**src/shared/pcd_pkg.sv**
```systemverilog
/*
  Shared constants for the packet command decoder: pin counts, slot counts,
  packet field positions, opcode patterns, reset values and the power states.
  Assumes packets arrive MSB-slot first, as assembled by pcd_deser.
*/
package pcd_pkg;

  // packet geometry
  localparam int PCD_ROW_PINS  = 3;
  localparam int PCD_COL_PINS  = 5;
  localparam int PCD_ROW_SLOTS = 8;
  localparam int PCD_COL_SLOTS = 8;
  localparam int PCD_ROW_BITS  = PCD_ROW_PINS * PCD_ROW_SLOTS;
  localparam int PCD_COL_BITS  = PCD_COL_PINS * PCD_COL_SLOTS;

  // row packet fields
  localparam int PCD_ROW_SEL_T    = 23;
  localparam int PCD_ROW_SEL_F    = 22;
  localparam int PCD_ROW_UNIT_HI  = 21;
  localparam int PCD_ROW_UNIT_LO  = 18;
  localparam int PCD_ROW_BANK_HI  = 17;
  localparam int PCD_ROW_BANK_LO  = 13;
  localparam int PCD_ROW_KIND     = 12;
  localparam int PCD_ROW_INDEX_HI = 8;
  localparam int PCD_ROW_OP_HI    = 10;

  // column slot fields
  localparam int PCD_COL_START    = 39;
  localparam int PCD_COL_UNIT_HI  = 38;
  localparam int PCD_COL_UNIT_LO  = 34;
  localparam int PCD_COL_BANK_HI  = 33;
  localparam int PCD_COL_BANK_LO  = 29;
  localparam int PCD_COL_IDX_HI   = 28;
  localparam int PCD_COL_IDX_LO   = 22;
  localparam int PCD_COL_OP_HI    = 21;
  localparam int PCD_COL_OP_LO    = 18;
  localparam int PCD_COL_KIND     = 16;
  localparam int PCD_LANE_A_HI    = 15;
  localparam int PCD_LANE_A_LO    = 8;
  localparam int PCD_LANE_B_HI    = 7;
  localparam int PCD_EXT_UNIT_HI  = 15;
  localparam int PCD_EXT_UNIT_LO  = 11;
  localparam int PCD_EXT_BANK_HI  = 10;
  localparam int PCD_EXT_BANK_LO  = 6;
  localparam int PCD_EXT_OP_HI    = 5;
  localparam int PCD_EXT_OP_LO    = 1;

  // frame marker masks on the first slot
  localparam logic [PCD_ROW_PINS-1:0] PCD_ROW_FRAME = 3'h6;
  localparam logic [PCD_COL_PINS-1:0] PCD_COL_FRAME = 5'h10;

  // opcode patterns
  localparam logic [4:0] PCD_ROP_CLOSE   = 5'h18;
  localparam logic [6:0] PCD_ROP_REF_OPN = 7'h0C;
  localparam logic [6:0] PCD_ROP_REF_CLS = 7'h54;
  localparam logic [4:0] PCD_ROP_DEEP    = 5'h01;
  localparam logic [4:0] PCD_ROP_NAP     = 5'h02;
  localparam logic [4:0] PCD_ROP_NAP_IF  = 5'h03;
  localparam logic [2:0] PCD_ROP_LOW_PWR = 3'h0;
  localparam logic [2:0] PCD_ROP_TRIM    = 3'h1;
  localparam logic [2:0] PCD_ROP_TRIM_EN = 3'h2;
  localparam logic [2:0] PCD_COP_WRITE   = 3'h1;
  localparam logic [2:0] PCD_COP_READ    = 3'h3;
  localparam logic [2:0] PCD_COP_RETIRE  = 3'h0;
  localparam logic [4:0] PCD_LAST_BANK   = 5'h1F;

  // reset values
  localparam logic [8:0] PCD_REFRESH_RST = 9'h000;
  localparam logic [7:0] PCD_ALL_BYTES   = 8'hFF;

  // power states, one-hot
  typedef enum logic [3:0] {
    PCD_ACTIVE_LISTEN = 4'h1,
    PCD_IDLE_POWER    = 4'h2,
    PCD_LIGHT_SLEEP   = 4'h4,
    PCD_DEEP_POWER    = 4'h8
  } pcd_pwr_t;

  localparam pcd_pwr_t PCD_PWR_RST = PCD_IDLE_POWER;

  // unit address compare, used for column and extended packets
  function automatic logic pcd_unit_eq(input logic [4:0] a, input logic [4:0] b);
    pcd_unit_eq = (a == b);
  endfunction

endpackage

```
**src/design/pcd_decoder.sv**
```systemverilog
/*
  Packet command decoder: samples the receive clock and the row and column pins,
  rebuilds packets, decodes row, column, mask and extended commands and issues
  one-cycle strobes toward bank and power logic; keeps the power state, the
  write buffer tags and the refresh row counter.
  Assumes rclk_in and the pins are asynchronous to clk_in and much slower.
*/
`timescale 1ns/10ps
module pcd_decoder
  import pcd_pkg::*;
(
  input  wire logic                    clk_in,
  input  wire logic                    resetn_in,
  input  wire logic                    ce_in,
  input  wire logic                    rclk_in,
  input  wire logic [PCD_ROW_PINS-1:0] row_pins_in,
  input  wire logic [PCD_COL_PINS-1:0] col_pins_in,
  input  wire logic [4:0]              unit_identifier_in,
  output logic                         open_row_cmd_out,
  output logic                         bank_close_cmd_out,
  output logic                         refresh_open_cmd_out,
  output logic                         refresh_close_cmd_out,
  output logic                         deep_sleep_cmd_out,
  output logic                         light_sleep_cmd_out,
  output logic                         light_sleep_if_cmd_out,
  output logic                         row_standby_cmd_out,
  output logic                         attention_cmd_out,
  output logic                         thermal_trim_cmd_out,
  output logic                         thermal_trim_enable_cmd_out,
  output logic [4:0]                   row_bank_addr_out,
  output logic [8:0]                   row_index_out,
  output logic [8:0]                   refresh_row_counter_out,
  output logic                         col_write_out,
  output logic                         col_read_out,
  output logic [4:0]                   col_bank_addr_out,
  output logic [6:0]                   column_index_out,
  output logic                         retire_out,
  output logic [4:0]                   retire_bank_addr_out,
  output logic [6:0]                   retire_column_out,
  output logic [7:0]                   lane_a_byte_enables_out,
  output logic [7:0]                   lane_b_byte_enables_out,
  output logic                         ext_bank_close_cmd_out,
  output logic [4:0]                   ext_bank_addr_out,
  output logic [3:0]                   power_state_out
);
  import pcd_pkg::*;

  logic                    rclk_s1_q;
  logic                    rclk_s2_q;
  logic                    rclk_s3_q;
  logic [PCD_ROW_PINS-1:0] row_s1_q;
  logic [PCD_ROW_PINS-1:0] row_s2_q;
  logic [PCD_COL_PINS-1:0] col_s1_q;
  logic [PCD_COL_PINS-1:0] col_s2_q;
  logic                    link_edge;
  logic [PCD_ROW_BITS-1:0] row_pkt;
  logic                    row_vld;
  logic [PCD_COL_BITS-1:0] col_pkt;
  logic                    col_vld;
  logic                    unit_hit;
  logic                    broadcast;
  pcd_pwr_t                pwr_q;
  pcd_pwr_t                pwr_d;
  logic                    wbuf_vld_q;
  logic [4:0]              wbuf_bank_q;
  logic [6:0]              wbuf_col_q;
  logic [8:0]              refresh_q;
  // decoded events
  logic [10:0]             rop;
  logic                    row_op;
  logic                    low_pwr;
  logic                    is_open;
  logic                    is_close;
  logic                    is_ref_open;
  logic                    is_ref_close;
  logic                    is_deep;
  logic                    is_nap;
  logic                    is_nap_if;
  logic                    is_active_listen_state;
  logic                    is_idle_power_state;
  logic                    is_trim;
  logic                    is_trim_en;
  logic                    col_take;
  logic                    col_hit;
  logic [2:0]              cop_low;
  logic                    is_write;
  logic                    is_read;
  logic                    is_retire;
  logic                    is_col_idle_power_state;
  logic                    ext_hit;
  logic [4:0]              xop;
  logic                    is_ext_close;
  logic                    is_ext_idle_power_state;

  // two-flop synchronisers for the receive clock and all pins
  always_ff @(posedge clk_in or negedge resetn_in) begin
    if (!resetn_in) begin
      rclk_s1_q <= 1'b0;
      rclk_s2_q <= 1'b0;
      rclk_s3_q <= 1'b0;
      row_s1_q  <= '0;
      row_s2_q  <= '0;
      col_s1_q  <= '0;
      col_s2_q  <= '0;
    end else if (ce_in) begin
      rclk_s1_q <= rclk_in;
      rclk_s2_q <= rclk_s1_q;
      rclk_s3_q <= rclk_s2_q;
      row_s1_q  <= row_pins_in;
      row_s2_q  <= row_s1_q;
      col_s1_q  <= col_pins_in;
      col_s2_q  <= col_s1_q;
    end
  end

  // both receive-clock edges carry a slot
  assign link_edge = rclk_s2_q ^ rclk_s3_q;

  // row group deserialiser, framed by either high select bit
  pcd_deser #(
    .PINS  (PCD_ROW_PINS),
    .SLOTS (PCD_ROW_SLOTS),
    .FRAME (PCD_ROW_FRAME)
  ) u_row_deser (
    .clk_in     (clk_in),
    .resetn_in  (resetn_in),
    .ce_in      (ce_in),
    .edge_in    (link_edge),
    .pins_in    (row_s2_q),
    .packet_out (row_pkt),
    .valid_out  (row_vld)
  );

  // column group deserialiser, framed by the start marker only
  pcd_deser #(
    .PINS  (PCD_COL_PINS),
    .SLOTS (PCD_COL_SLOTS),
    .FRAME (PCD_COL_FRAME)
  ) u_col_deser (
    .clk_in     (clk_in),
    .resetn_in  (resetn_in),
    .ce_in      (ce_in),
    .edge_in    (link_edge),
    .pins_in    (col_s2_q),
    .packet_out (col_pkt),
    .valid_out  (col_vld)
  );

  pcd_unit_match u_match (
    .sel_true_in        (row_pkt[PCD_ROW_SEL_T]),
    .sel_false_in       (row_pkt[PCD_ROW_SEL_F]),
    .unit_low_in        (row_pkt[PCD_ROW_UNIT_HI:PCD_ROW_UNIT_LO]),
    .unit_identifier_in (unit_identifier_in),
    .unit_hit_out       (unit_hit),
    .broadcast_out      (broadcast)
  );

  // row packet decode; don't-care fields let commands combine
  always_comb begin
    rop          = row_pkt[PCD_ROW_OP_HI:0];
    row_op       = row_vld && unit_hit && !row_pkt[PCD_ROW_KIND];
    low_pwr      = (rop[2:0] == PCD_ROP_LOW_PWR);
    is_open      = row_vld && unit_hit && row_pkt[PCD_ROW_KIND];
    is_close     = row_op && low_pwr && (rop[10:6] == PCD_ROP_CLOSE);
    is_ref_open  = row_op && low_pwr && (rop[10:4] == PCD_ROP_REF_OPN);
    is_ref_close = row_op && low_pwr && (rop[10:4] == PCD_ROP_REF_CLS);
    is_deep      = row_op && low_pwr && (rop[8:4] == PCD_ROP_DEEP);
    is_nap       = row_op && low_pwr && (rop[8:4] == PCD_ROP_NAP);
    is_nap_if    = row_op && low_pwr && (rop[8:4] == PCD_ROP_NAP_IF);
    is_active_listen_state      = row_op && low_pwr && !rop[3] && (rop != 11'h000);
    is_idle_power_state      = row_op && low_pwr && rop[3];
    is_trim      = row_op && (rop[10:4] == 7'h00) && (rop[2:0] == PCD_ROP_TRIM);
    is_trim_en   = row_op && (rop[10:4] == 7'h00) && (rop[2:0] == PCD_ROP_TRIM_EN);
  end

  // column, mask and extended decode; reserved codes fall through unused
  always_comb begin
    col_take     = col_vld && (pwr_q == PCD_ACTIVE_LISTEN);
    col_hit      = pcd_unit_eq(col_pkt[PCD_COL_UNIT_HI:PCD_COL_UNIT_LO], unit_identifier_in);
    cop_low      = col_pkt[PCD_COL_OP_LO+2:PCD_COL_OP_LO];
    is_write     = col_take && col_hit && (cop_low == PCD_COP_WRITE);
    is_read      = col_take && col_hit && (cop_low == PCD_COP_READ);
    // retire on any other unit, or on retire/write to this unit
    is_retire    = col_take && wbuf_vld_q &&
                   (!col_hit || cop_low == PCD_COP_RETIRE || cop_low == PCD_COP_WRITE);
    is_col_idle_power_state  = col_take && col_hit && col_pkt[PCD_COL_OP_HI];
    ext_hit      = col_take && !col_pkt[PCD_COL_KIND] &&
                   pcd_unit_eq(col_pkt[PCD_EXT_UNIT_HI:PCD_EXT_UNIT_LO], unit_identifier_in);
    xop          = col_pkt[PCD_EXT_OP_HI:PCD_EXT_OP_LO];
    is_ext_close = ext_hit && xop[4] && !xop[0];
    is_ext_idle_power_state  = ext_hit && xop[1] && !xop[0];
  end

  // power state: sleep moves outrank standby, standby outranks attention
  always_comb begin
    pwr_d = pwr_q;
    case (pwr_q)
      PCD_ACTIVE_LISTEN: begin
        if (is_deep) begin
          pwr_d = PCD_DEEP_POWER;
        end else if (is_nap) begin
          pwr_d = PCD_LIGHT_SLEEP;
        end else if (is_idle_power_state || is_col_idle_power_state || is_ext_idle_power_state) begin
          pwr_d = PCD_IDLE_POWER;
        end
      end
      PCD_IDLE_POWER: begin
        if (is_deep) begin
          pwr_d = PCD_DEEP_POWER;
        end else if (is_nap || is_nap_if) begin
          pwr_d = PCD_LIGHT_SLEEP;
        end else if (is_open || (is_active_listen_state && !broadcast)) begin
          pwr_d = PCD_ACTIVE_LISTEN;
        end
      end
      PCD_LIGHT_SLEEP: begin
        if (is_deep) begin
          pwr_d = PCD_DEEP_POWER;
        end else if (is_open || (is_active_listen_state && !broadcast)) begin
          pwr_d = PCD_ACTIVE_LISTEN;
        end
      end
      PCD_DEEP_POWER: begin
        if (is_open || (is_active_listen_state && !broadcast)) begin
          pwr_d = PCD_ACTIVE_LISTEN;
        end
      end
      default: begin
        pwr_d = PCD_PWR_RST;
      end
    endcase
  end

  // power state register
  always_ff @(posedge clk_in or negedge resetn_in) begin
    if (!resetn_in) begin
      pwr_q <= PCD_PWR_RST;
    end else if (ce_in) begin
      pwr_q <= pwr_d;
    end
  end

  // write buffer tags; a new write wins over the retire of the old one
  always_ff @(posedge clk_in or negedge resetn_in) begin
    if (!resetn_in) begin
      wbuf_vld_q  <= 1'b0;
      wbuf_bank_q <= '0;
      wbuf_col_q  <= '0;
    end else if (ce_in) begin
      if (is_write) begin
        wbuf_vld_q  <= 1'b1;
        wbuf_bank_q <= col_pkt[PCD_COL_BANK_HI:PCD_COL_BANK_LO];
        wbuf_col_q  <= col_pkt[PCD_COL_IDX_HI:PCD_COL_IDX_LO];
      end else if (is_retire) begin
        wbuf_vld_q <= 1'b0;
      end
    end
  end

  // refresh row counter steps after the last bank is refreshed
  always_ff @(posedge clk_in or negedge resetn_in) begin
    if (!resetn_in) begin
      refresh_q <= PCD_REFRESH_RST;
    end else if (ce_in) begin
      if (is_ref_open && row_pkt[PCD_ROW_BANK_HI:PCD_ROW_BANK_LO] == PCD_LAST_BANK) begin
        refresh_q <= refresh_q + 9'h001;
      end
    end
  end

  // row strobes and their address fields
  always_ff @(posedge clk_in or negedge resetn_in) begin
    if (!resetn_in) begin
      open_row_cmd_out            <= 1'b0;
      bank_close_cmd_out          <= 1'b0;
      refresh_open_cmd_out        <= 1'b0;
      refresh_close_cmd_out       <= 1'b0;
      deep_sleep_cmd_out          <= 1'b0;
      light_sleep_cmd_out         <= 1'b0;
      light_sleep_if_cmd_out      <= 1'b0;
      row_standby_cmd_out         <= 1'b0;
      attention_cmd_out           <= 1'b0;
      thermal_trim_cmd_out        <= 1'b0;
      thermal_trim_enable_cmd_out <= 1'b0;
      row_bank_addr_out           <= '0;
      row_index_out               <= '0;
      refresh_row_counter_out     <= PCD_REFRESH_RST;
    end else if (ce_in) begin
      open_row_cmd_out            <= is_open;
      bank_close_cmd_out          <= is_close || is_ref_close;
      refresh_open_cmd_out        <= is_ref_open;
      refresh_close_cmd_out       <= is_ref_close;
      deep_sleep_cmd_out          <= is_deep;
      light_sleep_cmd_out         <= is_nap;
      light_sleep_if_cmd_out      <= is_nap_if;
      row_standby_cmd_out         <= is_idle_power_state;
      attention_cmd_out           <= is_active_listen_state;
      thermal_trim_cmd_out        <= is_trim;
      thermal_trim_enable_cmd_out <= is_trim_en;
      refresh_row_counter_out     <= refresh_q;
      if (row_vld) begin
        row_bank_addr_out <= row_pkt[PCD_ROW_BANK_HI:PCD_ROW_BANK_LO];
        row_index_out     <= is_ref_open ? refresh_q : row_pkt[PCD_ROW_INDEX_HI:0];
      end
    end
  end

  // column strobes, retire with its byte mask, extended close
  always_ff @(posedge clk_in or negedge resetn_in) begin
    if (!resetn_in) begin
      col_write_out           <= 1'b0;
      col_read_out            <= 1'b0;
      col_bank_addr_out       <= '0;
      column_index_out        <= '0;
      retire_out              <= 1'b0;
      retire_bank_addr_out    <= '0;
      retire_column_out       <= '0;
      lane_a_byte_enables_out <= PCD_ALL_BYTES;
      lane_b_byte_enables_out <= PCD_ALL_BYTES;
      ext_bank_close_cmd_out  <= 1'b0;
      ext_bank_addr_out       <= '0;
    end else if (ce_in) begin
      col_write_out          <= is_write;
      col_read_out           <= is_read;
      retire_out             <= is_retire;
      ext_bank_close_cmd_out <= is_ext_close;
      if (col_take) begin
        col_bank_addr_out <= col_pkt[PCD_COL_BANK_HI:PCD_COL_BANK_LO];
        column_index_out  <= col_pkt[PCD_COL_IDX_HI:PCD_COL_IDX_LO];
        ext_bank_addr_out <= col_pkt[PCD_EXT_BANK_HI:PCD_EXT_BANK_LO];
      end
      if (is_retire) begin
        retire_bank_addr_out <= wbuf_bank_q;
        retire_column_out    <= wbuf_col_q;
        if (col_pkt[PCD_COL_KIND]) begin
          lane_a_byte_enables_out <= col_pkt[PCD_LANE_A_HI:PCD_LANE_A_LO];
          lane_b_byte_enables_out <= col_pkt[PCD_LANE_B_HI:0];
        end else begin
          lane_a_byte_enables_out <= PCD_ALL_BYTES;
          lane_b_byte_enables_out <= PCD_ALL_BYTES;
        end
      end
    end
  end

  // power state output registered from the next-state value pwr_d
  always_ff @(posedge clk_in or negedge resetn_in) begin
    if (!resetn_in) begin
      power_state_out <= PCD_PWR_RST;
    end else if (ce_in) begin
      power_state_out <= pwr_d;
    end
  end
endmodule

```
**src/design/pcd_deser.sv**
```systemverilog
/*
  Deserialiser for one pin group: collects SLOTS slots into one packet once a
  frame marker shows in the first slot, then pulses valid for one cycle.
  Assumes edge_in marks receive-clock edges and pins_in is already synchronised.
*/
`timescale 1ns/10ps
module pcd_deser #(
  parameter int               PINS  = 3,
  parameter int               SLOTS = 8,
  parameter logic [PINS-1:0]  FRAME = '1
) (
  input  wire logic                  clk_in,
  input  wire logic                  resetn_in,
  input  wire logic                  ce_in,
  input  wire logic                  edge_in,
  input  wire logic [PINS-1:0]       pins_in,
  output logic      [PINS*SLOTS-1:0] packet_out,
  output logic                       valid_out
);
  localparam int CW = $clog2(SLOTS + 1);

  logic [CW-1:0] cnt_q;

  // slot counter and shift register; a new frame only starts when idle
  always_ff @(posedge clk_in or negedge resetn_in) begin
    if (!resetn_in) begin
      cnt_q      <= '0;
      packet_out <= '0;
      valid_out  <= 1'b0;
    end else if (ce_in) begin
      valid_out <= 1'b0;
      if (edge_in && (cnt_q != '0 || (pins_in & FRAME) != '0)) begin
        packet_out <= {packet_out[PINS*SLOTS-PINS-1:0], pins_in};
        if (cnt_q == CW'(SLOTS - 1)) begin
          cnt_q     <= '0;
          valid_out <= 1'b1;
        end else begin
          cnt_q <= cnt_q + CW'(1);
        end
      end
    end
  end
endmodule

```
**src/design/pcd_unit_match.sv**
```systemverilog
/*
  Row unit match: combines the two high select bits with the four low address
  bits and compares against the configured unit identifier.
  Assumes the inputs are stable fields of a complete row packet.
*/
`timescale 1ns/10ps
module pcd_unit_match (
  input  wire logic       sel_true_in,
  input  wire logic       sel_false_in,
  input  wire logic [3:0] unit_low_in,
  input  wire logic [4:0] unit_identifier_in,
  output logic            unit_hit_out,
  output logic            broadcast_out
);
  // broadcast, single select or nothing
  always_comb begin
    broadcast_out = sel_true_in & sel_false_in;
    unit_hit_out  = 1'b0;
    if (broadcast_out) begin
      unit_hit_out = 1'b1;
    end else if (sel_true_in) begin
      unit_hit_out = (unit_identifier_in == {1'b1, unit_low_in});
    end else if (sel_false_in) begin
      unit_hit_out = (unit_identifier_in == {1'b0, unit_low_in});
    end
  end
endmodule

```
**config.mk**
```make
export PLATFORM = sky130hd
export DESIGN_NAME = pcd_decoder
export DESIGN_NICKNAME = d
export VERILOG_FILES = /design/src/shared/pcd_pkg.sv /design/src/design/pcd_decoder.sv /design/src/design/pcd_deser.sv /design/src/design/pcd_unit_match.sv
export SDC_FILE = /design/constraint.sdc
export NUM_CORES = 1
export LEC_CHECK = 0
export BUFFER_PORTS_ARGS = -buffer_cell sky130_fd_sc_hd__buf_2
export CELL_PAD_IN_SITES_DETAIL_PLACEMENT = 0
export CELL_PAD_IN_SITES_GLOBAL_PLACEMENT = 1
export CORE_ASPECT_RATIO = 1.75
export CORE_MARGIN = 2
export CORE_UTILIZATION = 51
export DETAILED_ROUTE_END_ITERATION = 10
export HOLD_SLACK_MARGIN = 0.03
export PLACE_DENSITY_LB_ADDON = 0.08
export SLEW_MARGIN = 5
export SYNTH_ARGS = -nofsm -noshare
export SYNTH_HDL_FRONTEND = slang
export SYNTH_HIERARCHICAL = 1
export SYNTH_SLANG_ARGS = --single-unit
export TNS_END_PERCENT = 1
```
**constraint.sdc**
```tcl
create_clock -name clk_in -period 6.75 [get_ports clk_in]
set_clock_uncertainty 0.2 [all_clocks]
set_input_delay 1.0125 -clock clk_in [delete_from_list [all_inputs] [get_ports clk_in]]
set_output_delay 1.0125 -clock clk_in [all_outputs]
set_load 0.005 [all_outputs]
```
==> impl_metrics.ini <==
[drt]
viasPerCell = 5.35
vias = 5404
drcViolationCount = 0
routed_wl_um = 18600
post_drt_wl_per_cell_um = 18.4
drt-pass1-iter-count = 4
drt-initial-drc-count = 215
ant_nets = 0

[placed_design]
post-place-ws_ps = 2980
io_buffer_count = 103
routabilityCongestion = 0.818
dp_hpwl_um = 12900

[finish]
antenna_cells = 0
syn_to_final_growth_pct = 14.9
layout-drive-gt1-share = 0.376
fin_nets = 794

[critical_path]
critPathRequiredTime_ps = 6920
path_cells = nor4b_4 -> nand3_1 -> buf_4 -> clkinv_1 -> o211ai_4 -> mux2_2
cpMaxStageDelayCell = o211ai_4
crit_type = reg -> reg
path_max_fanout = 46
cp_top_family = buffers and inverters
cp_data_arrival_time_ps = 3500
slowest_delay_ps = 790
start_kind = register
cp_num_buf_inv = 2
end_kind = register

[synth]
avgSynthCellArea_um2 = 13.0
yosysWarnings = 6
synth_fp_nets = 691
netlist_instances = 669
netlist_area_um2 = 8710

[clocking]
cts_tree = yes
numCtsBuffers = 20
postCtsSetupBuffers = 0
path_clk_slew_ps = 70
clk_path_buf_depth = 3
clk_latency_ps = 490
clockRootBuffer = clkbuf_16
cts_resized = 0
cts.sinks = 201
htreeDepth = 1
cts_hold_buf = 0

[grt]
grt_pass1_vias = 5714
antenna_found_initial = 0
grt-ovfl-total = 0
gr-usage-all-layers = 0.213
grt_max_degree = 135
grt_pass1_wl_um = 30300

[timing]
timing.fmax_ghz = 0.300
rsz0062_at_grt = false
finalMaxSlewViolations = 0
min_period_ps = 3340
setup_tns_ps = 0
hold_violations = 0
setup_viol = 0
min_period_over_period = 0.495
relSlewSlack = 0.152
tightest_slew_ps = 1270
layout_setup_ws_ps = 3410

[floorplan]
dieWidth_um = 103
initial_utilization = 0.517
rows = 63
io_pins = 104
fp.dieH_um = 177
die_area_um2 = 18200
core_um2 = 16900

[run_status]
status = finished clean

[flow_run]
max-cap-violations = 0

[hold_path]
worstHoldPathType = reg -> reg

[power]
power_density_nw_per_um2 = 374
p_leak_nw = 4.98
vdd_ir_drop_max_mv = 0.210
==> final cells by class <==
class,count,area (um2)
Fill cell,1439,6860
Sequential cell,201,5050
Multi-Input combinational cell,423,3430
Clock buffer,27,578
Timing Repair Buffer,107,554
Tap cell,227,284
Inverter,19,71.3
Clock inverter,7,41.3
==> tightest hold or removal path: cells and delay by family, from the launching register on <==
family | cells | cell delay, ps
DFF | 1 | 330
and+or+nand+nor | 2 | 100
==> worst paths after layout <==
path	startpoint	endpoint	slack [ps]	cells past startpoint
min reg2reg	col_bank_addr_out[2]	col_bank_addr_out[2]	270	2
max in group asynchronous	resetn_in	row_s1_q[0]	4430	2
min	col_bank_addr_out[2]	col_bank_addr_out[2]	270	2
min in group asynchronous	resetn_in	retire_column_out[2]	480	1
max reg2reg	pwr_q[1]	retire_bank_addr_out[0]	3410	6
max	pwr_q[1]	retire_bank_addr_out[0]	3410	6
==> cell usage in the layout, fill, tap and decap left out, drive strengths merged, types with 2 or more instances in the layout <==
cell / n
dfrtp: 184
mux2: 123
nand2: 107
buf: 106
o21ai: 41
clkbuf: 28
inv: 19
xor2: 18
dfstp: 17
nor2b: 15
a21oi: 14
nor2: 10
nor3: 9
nand3: 8
nor4: 8
xnor2: 7
clkinv: 7
nand4: 6
o2bb2ai: 5
ha: 5
a21o: 4
nor4b: 4
nor3b: 4
mux2i: 3
nand4b: 3
o31ai: 3
o32ai: 3
and2: 3
a31oi: 2
nand3b: 2
and3: 2
o211ai: 2
==> registers in the layout (all words and copies together) (netlist names), 7 cells and up <==
register and cells:
lane_b_byte_enables_out 8, retire_column_out 7, lane_a_byte_enables_out 8, column_index_out 7, refresh_q 9, refresh_row_counter_out 9, row_index_out 9, u_row_deser/packet_out 24
wbuf_col_q 7, u_col_deser/packet_out 39
==> through the flow <==
step / instances / utilization / power (W) / instance area [um2] / hold slack, ps
4_1_cts: 1011 / 0.594 / 0.00378 / 10000 / 273
3_5_place_dp: 977 / 0.557 / 0.00271 / 9390 / 258
2_1_floorplan: 669 / - / 0.00242 / 8710 / 258
5_1_grt: 1011 / 0.594 / 0.00394 / 10000 / 295
6_report: 1011 / 0.594 / 0.00374 / 10000 / 268
3_3_place_gp: 977 / 0.557 / 0.00267 / 9390 / 255
==> per-layer routing <==
metal | global-route usage | vias up | part of all wire
met4 | 0.0532 | 0 | 0.017
met2 | 0.388 | 127 | 0.54
met5 | 0 | - | 0
met3 | 0.0308 | 19 | 0.041
met1 | 0.263 | 2734 | 0.40
li1 | - | 2524 | -
==> power breakdown <==
group	switching [W]	total [W]	internal (W)
Combinational	0.000330	0.000843	0.000513
Clock	0.000448	0.00105	0.000602
Sequential	0.000368	0.00185	0.00148
Total	0.00115	0.00374	0.00259
Note: power is estimated with default switching activity, not from simulation.
